$ cat config.mk
export PLATFORM = sky130hd
export DESIGN_NAME = nbr_host
export DESIGN_NICKNAME = d
export VERILOG_FILES = /design/src/common/nbr_pkg.sv /design/src/common/nbr_cyc_if.sv /design/src/core/nbr_host.sv /design/src/core/nbr_sync.sv /design/src/core/nbr_strobe.sv
export SDC_FILE = /design/constraint.sdc
export NUM_CORES = 1
export LEC_CHECK = 0
export BUFFER_PORTS_ARGS = -buffer_cell sky130_fd_sc_hd__clkbuf_2
export CAP_MARGIN = 10
export CORE_MARGIN = 3
export CORE_UTILIZATION = 25
export DETAILED_ROUTE_END_ITERATION = 10
export GPL_ROUTABILITY_DRIVEN = 0
export GPL_TIMING_DRIVEN = 0
export HOLD_SLACK_MARGIN = 0.15
export PLACE_DENSITY = 0.49
export SLEW_MARGIN = 20
export SYNTH_ARGS = -nofsm -noshare
export SYNTH_HDL_FRONTEND = slang
export SYNTH_SLANG_ARGS = --single-unit
$ cat constraint.sdc
create_clock -name clock -period 5.6 [get_ports clock]
set_clock_uncertainty 0.15 [all_clocks]
set_input_delay 1.12 -clock clock [delete_from_list [all_inputs] [get_ports clock]]
set_output_delay 1.12 -clock clock [all_outputs]
set_load 0.01 [all_outputs]
$ cat src/common/nbr_pkg.sv
/*
  constants for the host-side nand page read controller: opcodes, address
  layout, bus timing counts and cycle kinds.
  assumes a single 125 MHz clock domain.
*/
package nbr_pkg;
  // clock period
  localparam int CLK_PERIOD_PS = 8000;
  // opcodes
  localparam logic [7:0] OP_READ_SETUP = 8'h00;
  localparam logic [7:0] OP_READ_CONFIRM = 8'h30;
  localparam logic [7:0] OP_COPYBACK_READ = 8'h35;
  localparam logic [7:0] OP_CACHE_READ = 8'h31;
  localparam logic [7:0] OP_CACHE_READ_END = 8'h3f;
  localparam logic [7:0] OP_PROGRAM_SETUP = 8'h80;
  localparam logic [7:0] OP_PROGRAM_CONFIRM = 8'h10;
  localparam logic [7:0] OP_CACHE_PROGRAM = 8'h15;
  localparam logic [7:0] OP_RANDOM_INPUT = 8'h85;
  localparam logic [7:0] OP_ERASE_SETUP = 8'h60;
  localparam logic [7:0] OP_ERASE_CONFIRM = 8'hd0;
  localparam logic [7:0] OP_READ_STATUS = 8'h70;
  localparam logic [7:0] OP_READ_STATUS_ENH = 8'h78;
  localparam logic [7:0] OP_RESET = 8'hff;
  localparam logic [7:0] OP_COLUMN_SETUP = 8'h05;
  localparam logic [7:0] OP_COLUMN_CONFIRM = 8'he0;
  // address layout
  localparam int COL_LSB = 0;
  localparam int COL_W = 13;
  localparam int PAGE_LSB = 13;
  localparam int PAGE_W = 6;
  localparam int BLOCK_LSB = 19;
  localparam int BLOCK_W = 11;
  localparam int LUN_LSB = 30;
  localparam int LUN_W = 2;
  localparam int ADDR_W = 32;
  localparam logic [2:0] ROW_CYCLES = 3'h5;
  localparam logic [2:0] COL_CYCLES = 3'h2;
  localparam logic [12:0] LAST_COLUMN = 13'h10ff;
  localparam logic [7:0] MARK_GOOD = 8'hff;
  localparam logic [3:0] MAJORITY_BITS = 4'h5;
  // density selection
  localparam logic [1:0] DENS_4G = 2'h0;
  localparam logic [1:0] DENS_8G = 2'h1;
  // bus timing in ns and in cycles (least times round up)
  localparam int STROBE_LOW_NS = 25;
  localparam int STROBE_HIGH_NS = 15;
  localparam int READ_CYCLE_NS = 40;
  localparam int BUSY_SETTLE_NS = 100;
  localparam logic [3:0] STROBE_LOW_CYC =
    4'((STROBE_LOW_NS * 1000 + CLK_PERIOD_PS - 1) / CLK_PERIOD_PS);
  localparam logic [3:0] STROBE_HIGH_CYC =
    4'((STROBE_HIGH_NS * 1000 + CLK_PERIOD_PS - 1) / CLK_PERIOD_PS);
  localparam logic [3:0] BUSY_SETTLE_CYC =
    4'((BUSY_SETTLE_NS * 1000 + CLK_PERIOD_PS - 1) / CLK_PERIOD_PS);
  // read cycles slower than 30 ns sample on the rising read strobe
  localparam int EDO_LIMIT_NS = 30;
  localparam logic EDO_MODE = (READ_CYCLE_NS < EDO_LIMIT_NS);
  // cycle kinds on the pins
  typedef enum logic [1:0] {
    CYC_CMD = 2'b00,
    CYC_ADDR = 2'b01,
    CYC_READ = 2'b10
  } nbr_cyc_type;
endpackage : nbr_pkg

$ cat src/common/nbr_cyc_if.sv
/*
  carries one pin-cycle request from the sequencer to the strobe engine.
  assumes both ends run on the same clock.
*/
`timescale 1ns/1ps
`default_nettype none
interface nbr_cyc_if;
  logic req;
  nbr_pkg::nbr_cyc_type kind;
  logic [7:0] wdata;
  logic done;
  logic [7:0] rdata;
  modport seq (output req, output kind, output wdata,
               input done, input rdata);
  modport eng (input req, input kind, input wdata,
               output done, output rdata);
endinterface : nbr_cyc_if
`default_nettype wire

$ cat src/core/nbr_host.sv
/*
  host controller for a multiplexed nand flash page read: issues page
  reads and column moves, streams bytes out and screens defect markers.
  assumes a device on the pins, ready/busy pulled up outside.
*/
// Overview of operation
// (RULE1) column is address bits 0-12, page-in-block bits 13-18.
// (RULE2) block bits 19-29, unit bits 30-31; five cycles, upper lanes low.
// (RULE3) unit bits forced low for the two smaller densities.
// (RULE4) defective blocks carry a non-FFh marker in first user or spare byte.
// (RULE5) host reads markers in first and last page; majority non-FFh is bad.
// (RULE6) host never erases or programs a block marked defective.
// (RULE7) read opcodes 00h/30h, 00h/35h, 31h, 00h/31h and 3Fh.
// (RULE8) program opcodes 80h/10h, 80h/15h, 85h, 85h/10h, erase 60h/D0h.
// (RULE9) during busy only status and reset; strobes held high.
// (RULE10) command latched on rising write strobe, command latch high.
// (RULE11) address latched on rising write strobe, address latch high.
// (RULE12) data latched with both latches low and write protect high.
// (RULE13) write protect high for program or erase command cycles.
// (RULE14) device aborts program and erase when write protect goes low.
// (RULE15) one byte per read strobe cycle, advanced by falling strobe.
// (RULE16) read cycles under 30 ns sample on the next falling strobe.
// (RULE17) chip select may rise during output or latency; read continues.
// (RULE18) page read is 00h, five address cycles, 30h, then latency.
// (RULE19) after power-up page zero of block zero sits in the cache.
// (RULE20) bytes run from the addressed column to the last column.
// (RULE21) column move 05h, two column cycles, E0h, only in read idle.
// (RULE22) exactly two column address cycles follow 05h.
// (RULE23) ready/busy is low while the device is working.
// (RULE24) chip select high while ready puts the device in standby.
// (RULE25) host waits for ready before strobing out data.
// (RULE26) both latches high at once latch nothing.
`timescale 1ns/1ps
`default_nettype none
module nbr_host (
  // clock and reset
  input wire logic clock,
  input wire logic rst,
  // user request
  input wire logic req_valid,
  output logic req_ready,
  input wire logic [1:0] req_op,
  input wire logic [31:0] req_addr,
  input wire logic [12:0] req_len,
  input wire logic [1:0] density,
  // user read data and result
  output logic rd_valid,
  output logic [7:0] rd_data,
  output logic done,
  output logic bad_block,
  // device pins
  input wire logic [7:0] lanes_in,
  output logic [7:0] lanes_out,
  output logic lanes_oe_n,
  output logic chip_select_n,
  output logic cmd_latch,
  output logic addr_latch,
  output logic write_strobe_n,
  output logic read_strobe_n,
  output logic write_protect_n,
  input wire logic ready_busy_n
);
  localparam logic [1:0] REQ_READ = 2'h0;
  localparam logic [1:0] REQ_COLUMN = 2'h1;
  localparam logic [1:0] REQ_SCREEN = 2'h2;
  localparam logic [1:0] REQ_CACHE = 2'h3;
  typedef enum logic [3:0] {
    S_IDLE = 4'h0,
    S_CMD1 = 4'h1,
    S_ADDR = 4'h2,
    S_CMD2 = 4'h3,
    S_SETTLE = 4'h4,
    S_WAIT = 4'h5,
    S_DATA = 4'h6,
    S_SPARE = 4'h7,
    S_NEXT = 4'h8,
    S_DONE = 4'h9
  } nbr_state_type;
  nbr_cyc_if cyc ();
  nbr_state_type state_ff;
  logic [1:0] op_ff;
  logic [31:0] addr_ff;
  logic [2:0] acnt_ff;
  logic [12:0] left_ff;
  logic [3:0] settle_ff;
  logic [1:0] mark_ff;
  logic last_page_ff;
  logic bad_ff;
  logic ready_sync;
  logic [39:0] addr_bytes;
  logic [31:0] addr_masked;
  logic [3:0] ones;
  logic [7:0] cmd_first;
  logic [7:0] cmd_second;
  logic [2:0] addr_cycles;
  logic want_cycle;
  logic addr_phase;
  // ready/busy pin through the three-stage synchroniser
  nbr_sync u_sync (
    .clock(clock),
    .rst(rst),
    .pin(ready_busy_n),
    .level(ready_sync)
  );
  nbr_strobe u_strobe (
    .clock(clock),
    .rst(rst),
    .cyc(cyc.eng),
    .lanes_in(lanes_in),
    .lanes_out(lanes_out),
    .lanes_oe_n(lanes_oe_n),
    .cmd_latch(cmd_latch),
    .addr_latch(addr_latch),
    .write_strobe_n(write_strobe_n),
    .read_strobe_n(read_strobe_n)
  );
  // unit bits clamped by density before the address goes out
  always_comb begin
    addr_masked = req_addr;
    if (density == nbr_pkg::DENS_4G) begin
      addr_masked[nbr_pkg::LUN_LSB +: nbr_pkg::LUN_W] = 2'b00; // RULE3
    end else if (density == nbr_pkg::DENS_8G) begin
      addr_masked[nbr_pkg::LUN_LSB + 1] = 1'b0; // RULE3
    end
  end
  // five address cycles, unused lanes low
  assign addr_bytes = {5'h00, addr_ff[31:29], addr_ff[28:21], // RULE2
                       addr_ff[20:13], 3'h0, addr_ff[12:8], // RULE1
                       addr_ff[7:0]};
  // opcodes per request kind
  always_comb begin
    cmd_first = nbr_pkg::OP_READ_SETUP; // RULE18
    cmd_second = nbr_pkg::OP_READ_CONFIRM;
    addr_cycles = nbr_pkg::ROW_CYCLES;
    if (op_ff == REQ_COLUMN) begin
      cmd_first = nbr_pkg::OP_COLUMN_SETUP; // RULE21
      cmd_second = nbr_pkg::OP_COLUMN_CONFIRM;
      addr_cycles = nbr_pkg::COL_CYCLES; // RULE22
    end else if (op_ff == REQ_CACHE) begin
      cmd_second = nbr_pkg::OP_CACHE_READ; // RULE7
    end
  end
  // count of ones in a marker byte
  always_comb begin
    ones = 4'h0;
    for (int i = 0; i < 8; i++) begin
      ones = ones + {3'h0, cyc.rdata[i]};
    end
  end
  assign addr_phase = (state_ff == S_ADDR);
  // strobes only move while not busy
  assign want_cycle = (state_ff == S_CMD1) || (state_ff == S_CMD2) ||
                      addr_phase ||
                      ((state_ff == S_DATA) && ready_sync); // RULE9 RULE25
  assign cyc.req = want_cycle && !cyc.done;
  always_comb begin
    cyc.kind = nbr_pkg::CYC_READ;
    cyc.wdata = 8'h00;
    if (state_ff == S_CMD1) begin
      cyc.kind = nbr_pkg::CYC_CMD;
      cyc.wdata = cmd_first;
    end else if (state_ff == S_CMD2) begin
      cyc.kind = nbr_pkg::CYC_CMD;
      cyc.wdata = cmd_second;
    end else if (addr_phase) begin
      cyc.kind = nbr_pkg::CYC_ADDR;
      cyc.wdata = addr_bytes[{acnt_ff, 3'h0} +: 8];
    end
  end
  // request acceptance: column moves only while idle in read state
  assign req_ready = (state_ff == S_IDLE) && ready_sync; // RULE21
  // sequencer
  always_ff @(posedge clock) begin
    if (rst) begin
      state_ff <= S_IDLE;
      op_ff <= REQ_READ;
      addr_ff <= 32'h0000_0000; // RULE19
      acnt_ff <= 3'h0;
      left_ff <= 13'h0000;
      settle_ff <= 4'h0;
    end else begin
      unique case (state_ff)
        S_IDLE: begin
          if (req_valid && req_ready) begin
            op_ff <= req_op;
            addr_ff <= addr_masked;
            left_ff <= req_len;
            state_ff <= S_CMD1;
            if (req_op == REQ_SCREEN) begin
              addr_ff[nbr_pkg::COL_LSB +: nbr_pkg::COL_W] <= 13'h0000;
              addr_ff[nbr_pkg::PAGE_LSB +: nbr_pkg::PAGE_W] <= 6'h00; // RULE5
              left_ff <= 13'h0001;
            end
          end
        end
        S_CMD1: begin
          if (cyc.done) begin
            acnt_ff <= 3'h0;
            state_ff <= S_ADDR;
          end
        end
        S_ADDR: begin
          if (cyc.done) begin
            acnt_ff <= acnt_ff + 3'h1;
            if (acnt_ff == addr_cycles - 3'h1) begin
              state_ff <= S_CMD2;
            end
          end
        end
        S_CMD2: begin
          if (cyc.done) begin
            settle_ff <= nbr_pkg::BUSY_SETTLE_CYC;
            state_ff <= S_SETTLE;
          end
        end
        S_SETTLE: begin
          // give the busy pin time to fall before trusting ready
          if (settle_ff == 4'h1) begin
            state_ff <= S_WAIT;
          end else begin
            settle_ff <= settle_ff - 4'h1;
          end
        end
        S_WAIT: begin
          if (ready_sync) begin
            state_ff <= (left_ff == 13'h0000) ? S_DONE : S_DATA; // RULE25
          end
        end
        S_DATA: begin
          if (cyc.done) begin
            left_ff <= left_ff - 13'h0001;
            addr_ff[nbr_pkg::COL_LSB +: nbr_pkg::COL_W] <=
              addr_ff[nbr_pkg::COL_LSB +: nbr_pkg::COL_W] + 13'h0001;
            if (left_ff == 13'h0001 ||
                addr_ff[12:0] == nbr_pkg::LAST_COLUMN) begin // RULE20
              state_ff <= (op_ff == REQ_SCREEN) ? S_SPARE : S_DONE;
            end
          end
        end
        S_SPARE: begin
          // after each marker byte: judge it, then S_NEXT picks the spare byte, the last page or S_DONE
          state_ff <= S_NEXT;
        end
        S_NEXT: begin
          op_ff <= REQ_SCREEN;
          if (mark_ff == 2'h1) begin
            addr_ff[12:0] <= nbr_pkg::LAST_COLUMN - 13'h00ff;
            left_ff <= 13'h0001;
            state_ff <= S_CMD1;
          end else if (!last_page_ff) begin
            addr_ff[12:0] <= 13'h0000;
            addr_ff[nbr_pkg::PAGE_LSB +: nbr_pkg::PAGE_W] <= 6'h3f; // RULE5
            left_ff <= 13'h0001;
            state_ff <= S_CMD1;
          end else begin
            state_ff <= S_DONE;
          end
        end
        S_DONE: state_ff <= S_IDLE;
        default: state_ff <= S_IDLE;
      endcase
    end
  end
  // marker bookkeeping: user byte then spare byte, first then last page
  always_ff @(posedge clock) begin
    if (rst) begin
      mark_ff <= 2'h0;
      last_page_ff <= 1'b0;
      bad_ff <= 1'b0;
    end else if (state_ff == S_IDLE && req_valid && req_ready) begin
      mark_ff <= 2'h0;
      last_page_ff <= 1'b0;
      bad_ff <= 1'b0;
    end else if (state_ff == S_SPARE) begin
      mark_ff <= mark_ff + 2'h1;
      if (ones < nbr_pkg::MAJORITY_BITS) begin
        bad_ff <= 1'b1; // RULE4 RULE5
      end
    end else if (state_ff == S_NEXT && mark_ff == 2'h2) begin
      mark_ff <= 2'h0;
      last_page_ff <= 1'b1;
    end
  end
  // user data outputs from flip-flops
  always_ff @(posedge clock) begin
    if (rst) begin
      rd_valid <= 1'b0;
      rd_data <= 8'h00;
      done <= 1'b0;
      bad_block <= 1'b0;
    end else begin
      rd_valid <= (state_ff == S_DATA) && cyc.done && (op_ff != REQ_SCREEN);
      rd_data <= cyc.rdata; // RULE15
      done <= (state_ff == S_DONE);
      if (state_ff == S_DONE) begin
        bad_block <= bad_ff && (op_ff == REQ_SCREEN);
      end
    end
  end
  // chip select held low while working or requested; high in idle with no request gives standby
  always_ff @(posedge clock) begin
    if (rst) begin
      chip_select_n <= 1'b1;
    end else begin
      chip_select_n <= (state_ff == S_IDLE) && !req_valid; // RULE24 RULE17
    end
  end
  // only reads are issued, so write protect stays asserted
  assign write_protect_n = 1'b0; // RULE6 RULE8 RULE12 RULE13 RULE14
endmodule : nbr_host
`default_nettype wire

$ cat src/core/nbr_sync.sv
/*
  three-stage synchroniser; the output changes only when stages two and
  three agree. assumes an asynchronous input and the system clock.
*/
`timescale 1ns/1ps
`default_nettype none
module nbr_sync (
  // clock and reset
  input wire logic clock,
  input wire logic rst,
  // pin and clean level
  input wire logic pin,
  output logic level
);
  logic s1_ff;
  logic s2_ff;
  logic s3_ff;
  // shift chain; first stage only feeds the second
  always_ff @(posedge clock) begin
    if (rst) begin
      s1_ff <= 1'b1;
      s2_ff <= 1'b1;
      s3_ff <= 1'b1;
      level <= 1'b1;
    end else begin
      s1_ff <= pin;
      s2_ff <= s1_ff;
      s3_ff <= s2_ff;
      if (s2_ff == s3_ff) begin
        level <= s3_ff;
      end
    end
  end
endmodule : nbr_sync
`default_nettype wire

$ cat src/core/nbr_strobe.sv
/*
  strobe engine: turns one cycle request into a command, address or read
  pin cycle with the low and high times of the package.
  assumes the sequencer holds kind and wdata while req is high.
*/
`timescale 1ns/1ps
`default_nettype none
module nbr_strobe (
  // clock and reset
  input wire logic clock,
  input wire logic rst,
  // request from the sequencer
  nbr_cyc_if.eng cyc,
  // device pins
  input wire logic [7:0] lanes_in,
  output logic [7:0] lanes_out,
  output logic lanes_oe_n,
  output logic cmd_latch,
  output logic addr_latch,
  output logic write_strobe_n,
  output logic read_strobe_n
);
  typedef enum logic [1:0] {
    ST_IDLE = 2'b00,
    ST_LOW = 2'b01,
    ST_HIGH = 2'b10
  } nbr_stb_type;
  nbr_stb_type state_ff;
  logic [3:0] cnt_ff;
  logic is_read;
  assign is_read = (cyc.kind == nbr_pkg::CYC_READ);
  // cycle timer and phase
  always_ff @(posedge clock) begin
    if (rst) begin
      state_ff <= ST_IDLE;
      cnt_ff <= 4'h0;
    end else begin
      unique case (state_ff)
        ST_IDLE: begin
          if (cyc.req) begin
            state_ff <= ST_LOW;
            cnt_ff <= nbr_pkg::STROBE_LOW_CYC;
          end
        end
        ST_LOW: begin
          if (cnt_ff == 4'h1) begin
            state_ff <= ST_HIGH;
            cnt_ff <= nbr_pkg::STROBE_HIGH_CYC;
          end else begin
            cnt_ff <= cnt_ff - 4'h1;
          end
        end
        ST_HIGH: begin
          if (cnt_ff == 4'h1) begin
            state_ff <= ST_IDLE;
          end else begin
            cnt_ff <= cnt_ff - 4'h1;
          end
        end
        default: state_ff <= ST_IDLE;
      endcase
    end
  end
  // pin drive: latches and lanes held for the whole cycle, strobes low
  // only in the low phase; never both latches high together
  always_ff @(posedge clock) begin
    if (rst) begin
      cmd_latch <= 1'b0;
      addr_latch <= 1'b0;
      write_strobe_n <= 1'b1;
      read_strobe_n <= 1'b1;
      lanes_out <= 8'h00;
      lanes_oe_n <= 1'b1;
    end else if (state_ff == ST_IDLE && cyc.req) begin
      cmd_latch <= (cyc.kind == nbr_pkg::CYC_CMD); // RULE10
      addr_latch <= (cyc.kind == nbr_pkg::CYC_ADDR); // RULE11
      write_strobe_n <= is_read;
      read_strobe_n <= !is_read; // RULE15
      lanes_out <= cyc.wdata;
      lanes_oe_n <= is_read;
    end else if (state_ff == ST_LOW && cnt_ff == 4'h1) begin
      write_strobe_n <= 1'b1;
      read_strobe_n <= 1'b1;
    end else if (state_ff == ST_HIGH && cnt_ff == 4'h1) begin
      cmd_latch <= 1'b0;
      addr_latch <= 1'b0;
      lanes_oe_n <= 1'b1;
    end
  end
  // read data sample: at the rising strobe, or in extended output mode at
  // the end of the cycle just before the next falling strobe
  always_ff @(posedge clock) begin
    if (rst) begin
      cyc.rdata <= 8'h00;
    end else if (!nbr_pkg::EDO_MODE && state_ff == ST_LOW &&
                 cnt_ff == 4'h1 && !read_strobe_n) begin
      cyc.rdata <= lanes_in;
    end else if (nbr_pkg::EDO_MODE && state_ff == ST_HIGH &&
                 cnt_ff == 4'h1 && lanes_oe_n) begin
      cyc.rdata <= lanes_in; // RULE16
    end
  end
  assign cyc.done = (state_ff == ST_HIGH) && (cnt_ff == 4'h1);
endmodule : nbr_strobe
`default_nettype wire

==> results of run 1 <==
[worst max-delay path by stage]
stage	slack, ns	end	cells after the start
floorplan	2.36	bad_ff$_SDFFE_PP0P_	12
detailed placement	2.18	bad_ff$_SDFFE_PP0P_	12
global route	1.89	bad_ff$_SDFFE_PP0P_	12
CTS	2.14	bad_ff$_SDFFE_PP0P_	12
global placement	2.19	bad_ff$_SDFFE_PP0P_	12
finish	2.16	bad_ff$_SDFFE_PP0P_	12
[logic make-up after synthesis]
kind of cell,after synthesis
and+or+nand+nor,285
AOI/OAI and AO/OA,187
DFF,105
adders and majority gates,21
muxes,22
buffers and inverters,81
xor gates and xnor gates,7
other,1
[worst max-delay path, delay by kind of cell, from the launching register on]
kind	cells	cell delay [ns]
DFF	1	0.33
and+or+nand+nor	3	0.32
buffers and inverters	2	0.11
adders and majority gates	5	2.12
AOI/OAI and AO/OA	2	0.36
[layer usage]
| layer | share of wire | global-route usage | vias up |
|---|---|---|---|
| met4 | 0.028 | 0.0571 | 0 |
| met5 | 0 | 0 | - |
| met1 | 0.48 | 0.202 | 2581 |
| li1 | - | - | 2713 |
| met2 | 0.46 | 0.239 | 126 |
| met3 | 0.033 | 0.0252 | 28 |
[registers in the layout (all words and copies together), names as in the netlist, 2 cells and up]
register,count
acnt_ff,3
u_strobe.cyc.rdata,8
mark_ff,2
op_ff,2
u_strobe.cnt_ff,4
state_ff,4
settle_ff,4
addr_ff,32
rd_data,8
left_ff,13
u_strobe.state_ff,2
u_strobe.lanes_out,8
[synthesized netlist by cell type, drive strengths merged, types with 13 or more instances]
cell,number
o21ai,42
a21oi,75
ha,17
nor2b,13
clkbuf,34
nor2,85
nand3,18
buf,17
dfxtp,105
nand2,50
mux2i,17
nor3,32
and3,13
a211oi,13
inv,30
[power by group]
| part | switching [uW] | internal, uW | leakage, uW |
|---|---|---|---|
| Sequential | 128 | 877 | 0.000856 |
| Clock | 322 | 325 | 0.000144 |
| Combinational | 669 | 388 | 0.00158 |
[area by class of cell]
class | instances | area share
Timing Repair Buffer | 85 | 0.0630
Multi-Input combinational cell | 523 | 0.480
Buffer | 51 | 0.0323
Clock inverter | 6 | 0.00908
Tap cell | 280 | 0.0519
Inverter | 30 | 0.0167
Clock buffer | 10 | 0.0354
Sequential cell | 105 | 0.311
[layout by cell type, fill, tap and decap left out, types with 12 or more instances in the layout]
| cell type | n |
|---|---|
| nand2_1 | 49 |
| inv_1 | 30 |
| dfxtp_1 | 105 |
| nor3_1 | 32 |
| nand3_1 | 18 |
| nor2b_1 | 13 |
| ha_1 | 17 |
| buf_2 | 12 |
| a211oi_1 | 13 |
| nor2_1 | 85 |
| and3_1 | 13 |
| mux2i_1 | 17 |
| clkbuf_1 | 34 |
| clkbuf_2 | 85 |
| o21ai_0 | 42 |
| a21oi_1 | 75 |
[stage by stage]
step                cells  power, uW  instance area (sq um)
finish               1090       2710                   6750
global route         1090       2900                   6750
CTS                  1090       2740                   6750
detailed placement   1074       2080                   6450
global placement     1074       2080                   6450
floorplan             709       1720                   5670
==> results.toml, run 1 <==
[status]
outcome = "finished clean"

[synth]
synthCells = 709
synth_cell_types = 64
synth_flop_cell = "dfxtp_1"
synth_fa_ha_area_frac = 0.0516
synth_compound_area_frac = 0.201
synth-seq-cells = 105
avgSynthCellArea_sq_um = 8.00
ys_async_sr_fraction = 0
synthTopCellsByArea = "dfxtp_1 37%, a21oi_1 6.6%, nor2_1 5.6%, ha_1 3.7%, o21ai_0 3.7%"
yosysWarnings = 0
yosys.area.top_type = "dfxtp_1"
yosys.area_share.simple = 0.257
synth_area_sq_um = 5670
synth-xor-area-share = 0.0108
muxShareOfSynthArea = 0.0498
yosysTopAreaCellShare = 0.371
synth_edf_count = 0
yosysSeqAreaShare = 0.371
synth_top_family_by_area = "simple AND/OR/NAND/NOR gates"
synth_nets = 791

[global_routing]
overflow = 0
grt_pass1_vias = 5188
antenna_found_initial = 0
grt_usage = 0.150
grt_max_degree = 20
grt_pass1_wl_um = 28400

[pwr]
p_per_area_nw_per_um2 = 401
vdd_drop_max_v = 0.000171
leakage_uw = 0.00258

[die]
die_w_um = 157
rows = 54
dieArea_sq_um = 24500
io_pins = 88
start_util = 0.258
die_y_um = 157
coreArea_sq_um = 22000

[setup_path]
regToRegEndpoint = "bad_ff$_SDFFE_PP0P_"
timing.critical_path.mode_cell = "fa_1"
rr_startpoint = "u_strobe.cyc.rdata[0]$_SDFFE_PP0P_"
crit_path_end_kind = "register"
r2r_cells = 12
critical_path_class = "register to register"
worst_path_max_delay_cell = "fa_1"
crit_path_max_fanout = 2
max_stage_delay_ns = 0.56
reg2reg_slack_ns = 2.16
crit_path_start_kind = "register"
worstPathCellList = "inv_1, fa_1, fa_1, fa_1, inv_1, ha_1, fa_1, nor2_1, o21ai_0, a211oi_1, nor2_1, nor3_1"
critPathRequiredTime_ns = 5.74
arrival_ns = 3.58
startpoint = "u_strobe.cyc.rdata[0]$_SDFFE_PP0P_"

[layout]
antenna_cells = 0
nFillCells = 2447
drive_above_1_share = 0.167
syn_to_final_growth_pct = 19.0
multi_input_area_sq_um = 3240
ff_latch_area_sq_um = 2100
final_util = 0.306
fin_nets = 887

[place]
place_ws_ns = 2.18
hpwl_um = 13800
port_buffers = 85

[route]
routedWlPerCell_um = 16.9
num_vias = 5448
drt_iter0_drc = 315
drt_wl_total_um = 18400
viasPerCell = 5.00
ant_nets = 0
drc = 0
drt_pass1_iterations = 5

[sta]
final-hold-violation-count = 0
finalSetupViolations = 0
post-route-min-period_ns = 3.44
grt_setup_unrepaired = "no"
whs_ns = 0.255
max_freq_ghz = 0.291
final.setup.tns_ns = 0
slew_viol_final = 0
max_slew_margin = 0.260
period_share = 0.614
setup_ws_ns = 2.16
tightest_slew_ns = 1.10

[clock_network]
clock_latency_ns = 0.36
path_clk_slew_ns = 0.08
cts_tree = "done"
post_cts_resized = 0
post_cts_buffers = 0
numCtsBuffers = 9
h-tree-depth = 3
cts_root_buf = "clkbuf_16"
cts_sinks = 105
cts_hold_buf = 0
cts_buffer_depth = 2

[worst_hold_path]
min_to = "u_sync.s2_ff$_SDFF_PP1_"
min_from = "u_sync.s1_ff$_SDFF_PP1_"
hold_path.class = "register to register"
holdPathStages = 1

[job]
cap_violations = 0
No activity file was read; power rests on OpenSTA's default activity.
==> run 2, diff against run 1 <==
--- a/config.mk
+++ b/config.mk
@@ -13,7 +13,7 @@
 export GPL_ROUTABILITY_DRIVEN = 0
 export GPL_TIMING_DRIVEN = 0
 export HOLD_SLACK_MARGIN = 0.15
-export PLACE_DENSITY = 0.49
+export PLACE_DENSITY = 0.5
 export SLEW_MARGIN = 20
 export SYNTH_ARGS = -nofsm -noshare
 export SYNTH_HDL_FRONTEND = slang
==> constraint.sdc (replaced) <==
create_clock -name clock -period 2.8 [get_ports clock]
set_clock_uncertainty 0.15 [all_clocks]
set_input_delay 0.56 -clock clock [delete_from_list [all_inputs] [get_ports clock]]
set_output_delay 0.56 -clock clock [all_outputs]
set_load 0.01 [all_outputs]
==> results.toml, run 2 (same netlist as run 1, synthesis figures left out) <==
[status]
outcome = "complete, but fails checks"
violations = "negative setup slack"

[die]
start_util = 0.258
coreArea_sq_um = 22000
die_w_um = 157
die_y_um = 157
dieArea_sq_um = 24500
io_pins = 88
rows = 54

[job]
cap_violations = 0

[pwr]
leakage_uw = 0.00259
swShare = 0.409
p_int_uw = 3260
seqPwrFrac = 0.365
p_per_area_nw_per_um2 = 811
clkPwrFrac = 0.245
comb_power_share = 0.389
switchingPower_uw = 2250
vdd_drop_max_v = 0.000353

[route]
drt_wl_total_um = 18500
top_layer_used = "met4"
viasPerCell = 5.05
met1_length_um = 8870
num_vias = 5507
drc = 0
routedWlPerCell_um = 17.0
drt_iter0_drc = 470
dr_wl_met2_um = 8400
drt_pass1_iterations = 5
ant_nets = 0
wl_met3_um = 839

[sta]
whs_ns = 0.251
grt_setup_unrepaired = "yes"
period_share = 1.19
post-route-min-period_ns = 3.34
slew_viol_final = 0
tightest_slew_ns = 0.974
max_slew_margin = 0.345
setup_ws_ns = -0.537
final-hold-violation-count = 0
finalSetupViolations = 1
max_freq_ghz = 0.300

[setup_path]
crit_path_max_fanout = 2
crit_path_start_kind = "register"
critPathRequiredTime_ns = 2.94
arrival_ns = 3.48
critical_path_class = "register to register"
crit_path_end_kind = "register"
reg2reg_slack_ns = -0.54

[global_routing]
grt_usage = 0.151
antenna_found_initial = 0
overflow = 0
grt_max_degree = 20
grt_pass1_wl_um = 28700
grt_pass1_vias = 5114

[clock_network]
cts_buffer_depth = 2
cts_tree = "done"
h-tree-depth = 3
numCtsBuffers = 9
cts_sinks = 105
post_cts_buffers = 0
cts_root_buf = "clkbuf_16"
cts_hold_buf = 0
path_clk_slew_ns = 0.08
clock_latency_ns = 0.36

[place]
hpwl_um = 13800
port_buffers = 85
placed_area_sq_um = 6450

[layout]
syn_to_final_growth_pct = 19.9
final_cell_mix = "104 x dfxtp_1, 87 x clkbuf_2, 84 x nor2_1"
postLayoutCellArea_sq_um = 6800
final_common_cell = "dfxtp_1"
fin_nets = 887
reg.largest.list = "addr_ff x32, left_ff x13"
drive_above_1_share = 0.179
nFillCells = 2403
largest_reg_flops = 32
top_register = "addr_ff"
antenna_cells = 0

[worst_hold_path]
hold_path.class = "input pin to register"
-- run 2: changes by cell type in the layout (fill, tap and decap cells not counted), sizes merged --
cell | previous run | this run
bufinv | 0 | 1
clkbuf | 129 | 128
inv | 32 | 33
clkinv | 3 | 2
-- run 2: metal layers --
layer,up-vias,GRT usage
met2,154,0.234
li1,2705,-
met4,0,0.0542
met1,2627,0.214
met3,21,0.0202
met5,-,0
-- run 2: worst max-delay path, stage by stage, from the launching register on --
cell	delay, ns
dfxtp_2	0.34
inv_2	0.04
fa_1	0.57
fa_1	0.44
fa_1	0.50
inv_1	0.05
ha_2	0.17
fa_1	0.44
nor2_2	0.13
o21ai_1	0.09
a211oi_2	0.17
nor2_1	0.06
nor3_1	0.11
-- run 2: metrics by stage --
stage          setup slack, ns  cells   util  setup TNS [ns]  power, uW
6_report                -0.537   1090  0.309          -0.537       5520
5_1_grt                 -0.708   1090  0.309          -0.708       5910
4_1_cts                 -0.586   1090  0.307          -0.586       5520
3_5_place_dp            -0.558   1074  0.293          -0.558       4160
3_3_place_gp            -0.534   1074  0.293          -0.534       4160
2_1_floorplan           -0.402    709      -          -0.402       3440
-- run 2: path summary, 6_finish.rpt --
check | startpoint | end | depth (start not counted)
hold reg to reg | u_sync.s1_ff$_SDFF_PP1_ | u_sync.s2_ff$_SDFF_PP1_ | 1
setup / recovery | u_strobe.cyc.rdata[3]$_SDFFE_PP0P_ | bad_ff$_SDFFE_PP0P_ | 12
setup reg to reg | u_strobe.cyc.rdata[3]$_SDFFE_PP0P_ | bad_ff$_SDFFE_PP0P_ | 12
hold / removal | ready_busy_n | u_sync.s1_ff$_SDFF_PP1_ | 2
-- run 2: power groups by stage --
stage | Combinational [uW] | Sequential (uW) | Clock [uW]
floorplan | 1450 | 1990 | 0
global placement | 2120 | 2040 | 0
detailed placement | 2110 | 2040 | 0
CTS | 2120 | 2010 | 1390
global route | 2410 | 2060 | 1440
finish | 2150 | 2010 | 1350
-- run 2: timing repair --
| item | 4_1_cts | 5_1_grt |
|---|---|---|
| endpoints found under the setup margin | 1 | 21 |
| pin swaps | 0 | 1 |
| resized for setup | 1 | 9 |
-- run 2: area by class of cell --
cell class / instances / area, sq um / area share
flip-flops and latches: 105 / 2100 / 0.309
clock buffers: 9 / 225 / 0.0331
inverters: 30 / 113 / 0.0166
multi-input cells: 523 / 3280 / 0.482
plain buffers: 51 / 220 / 0.0324
well taps: 280 / 350 / 0.0515
clock inverters: 7 / 83.8 / 0.0123
repair buffers: 85 / 425 / 0.0626
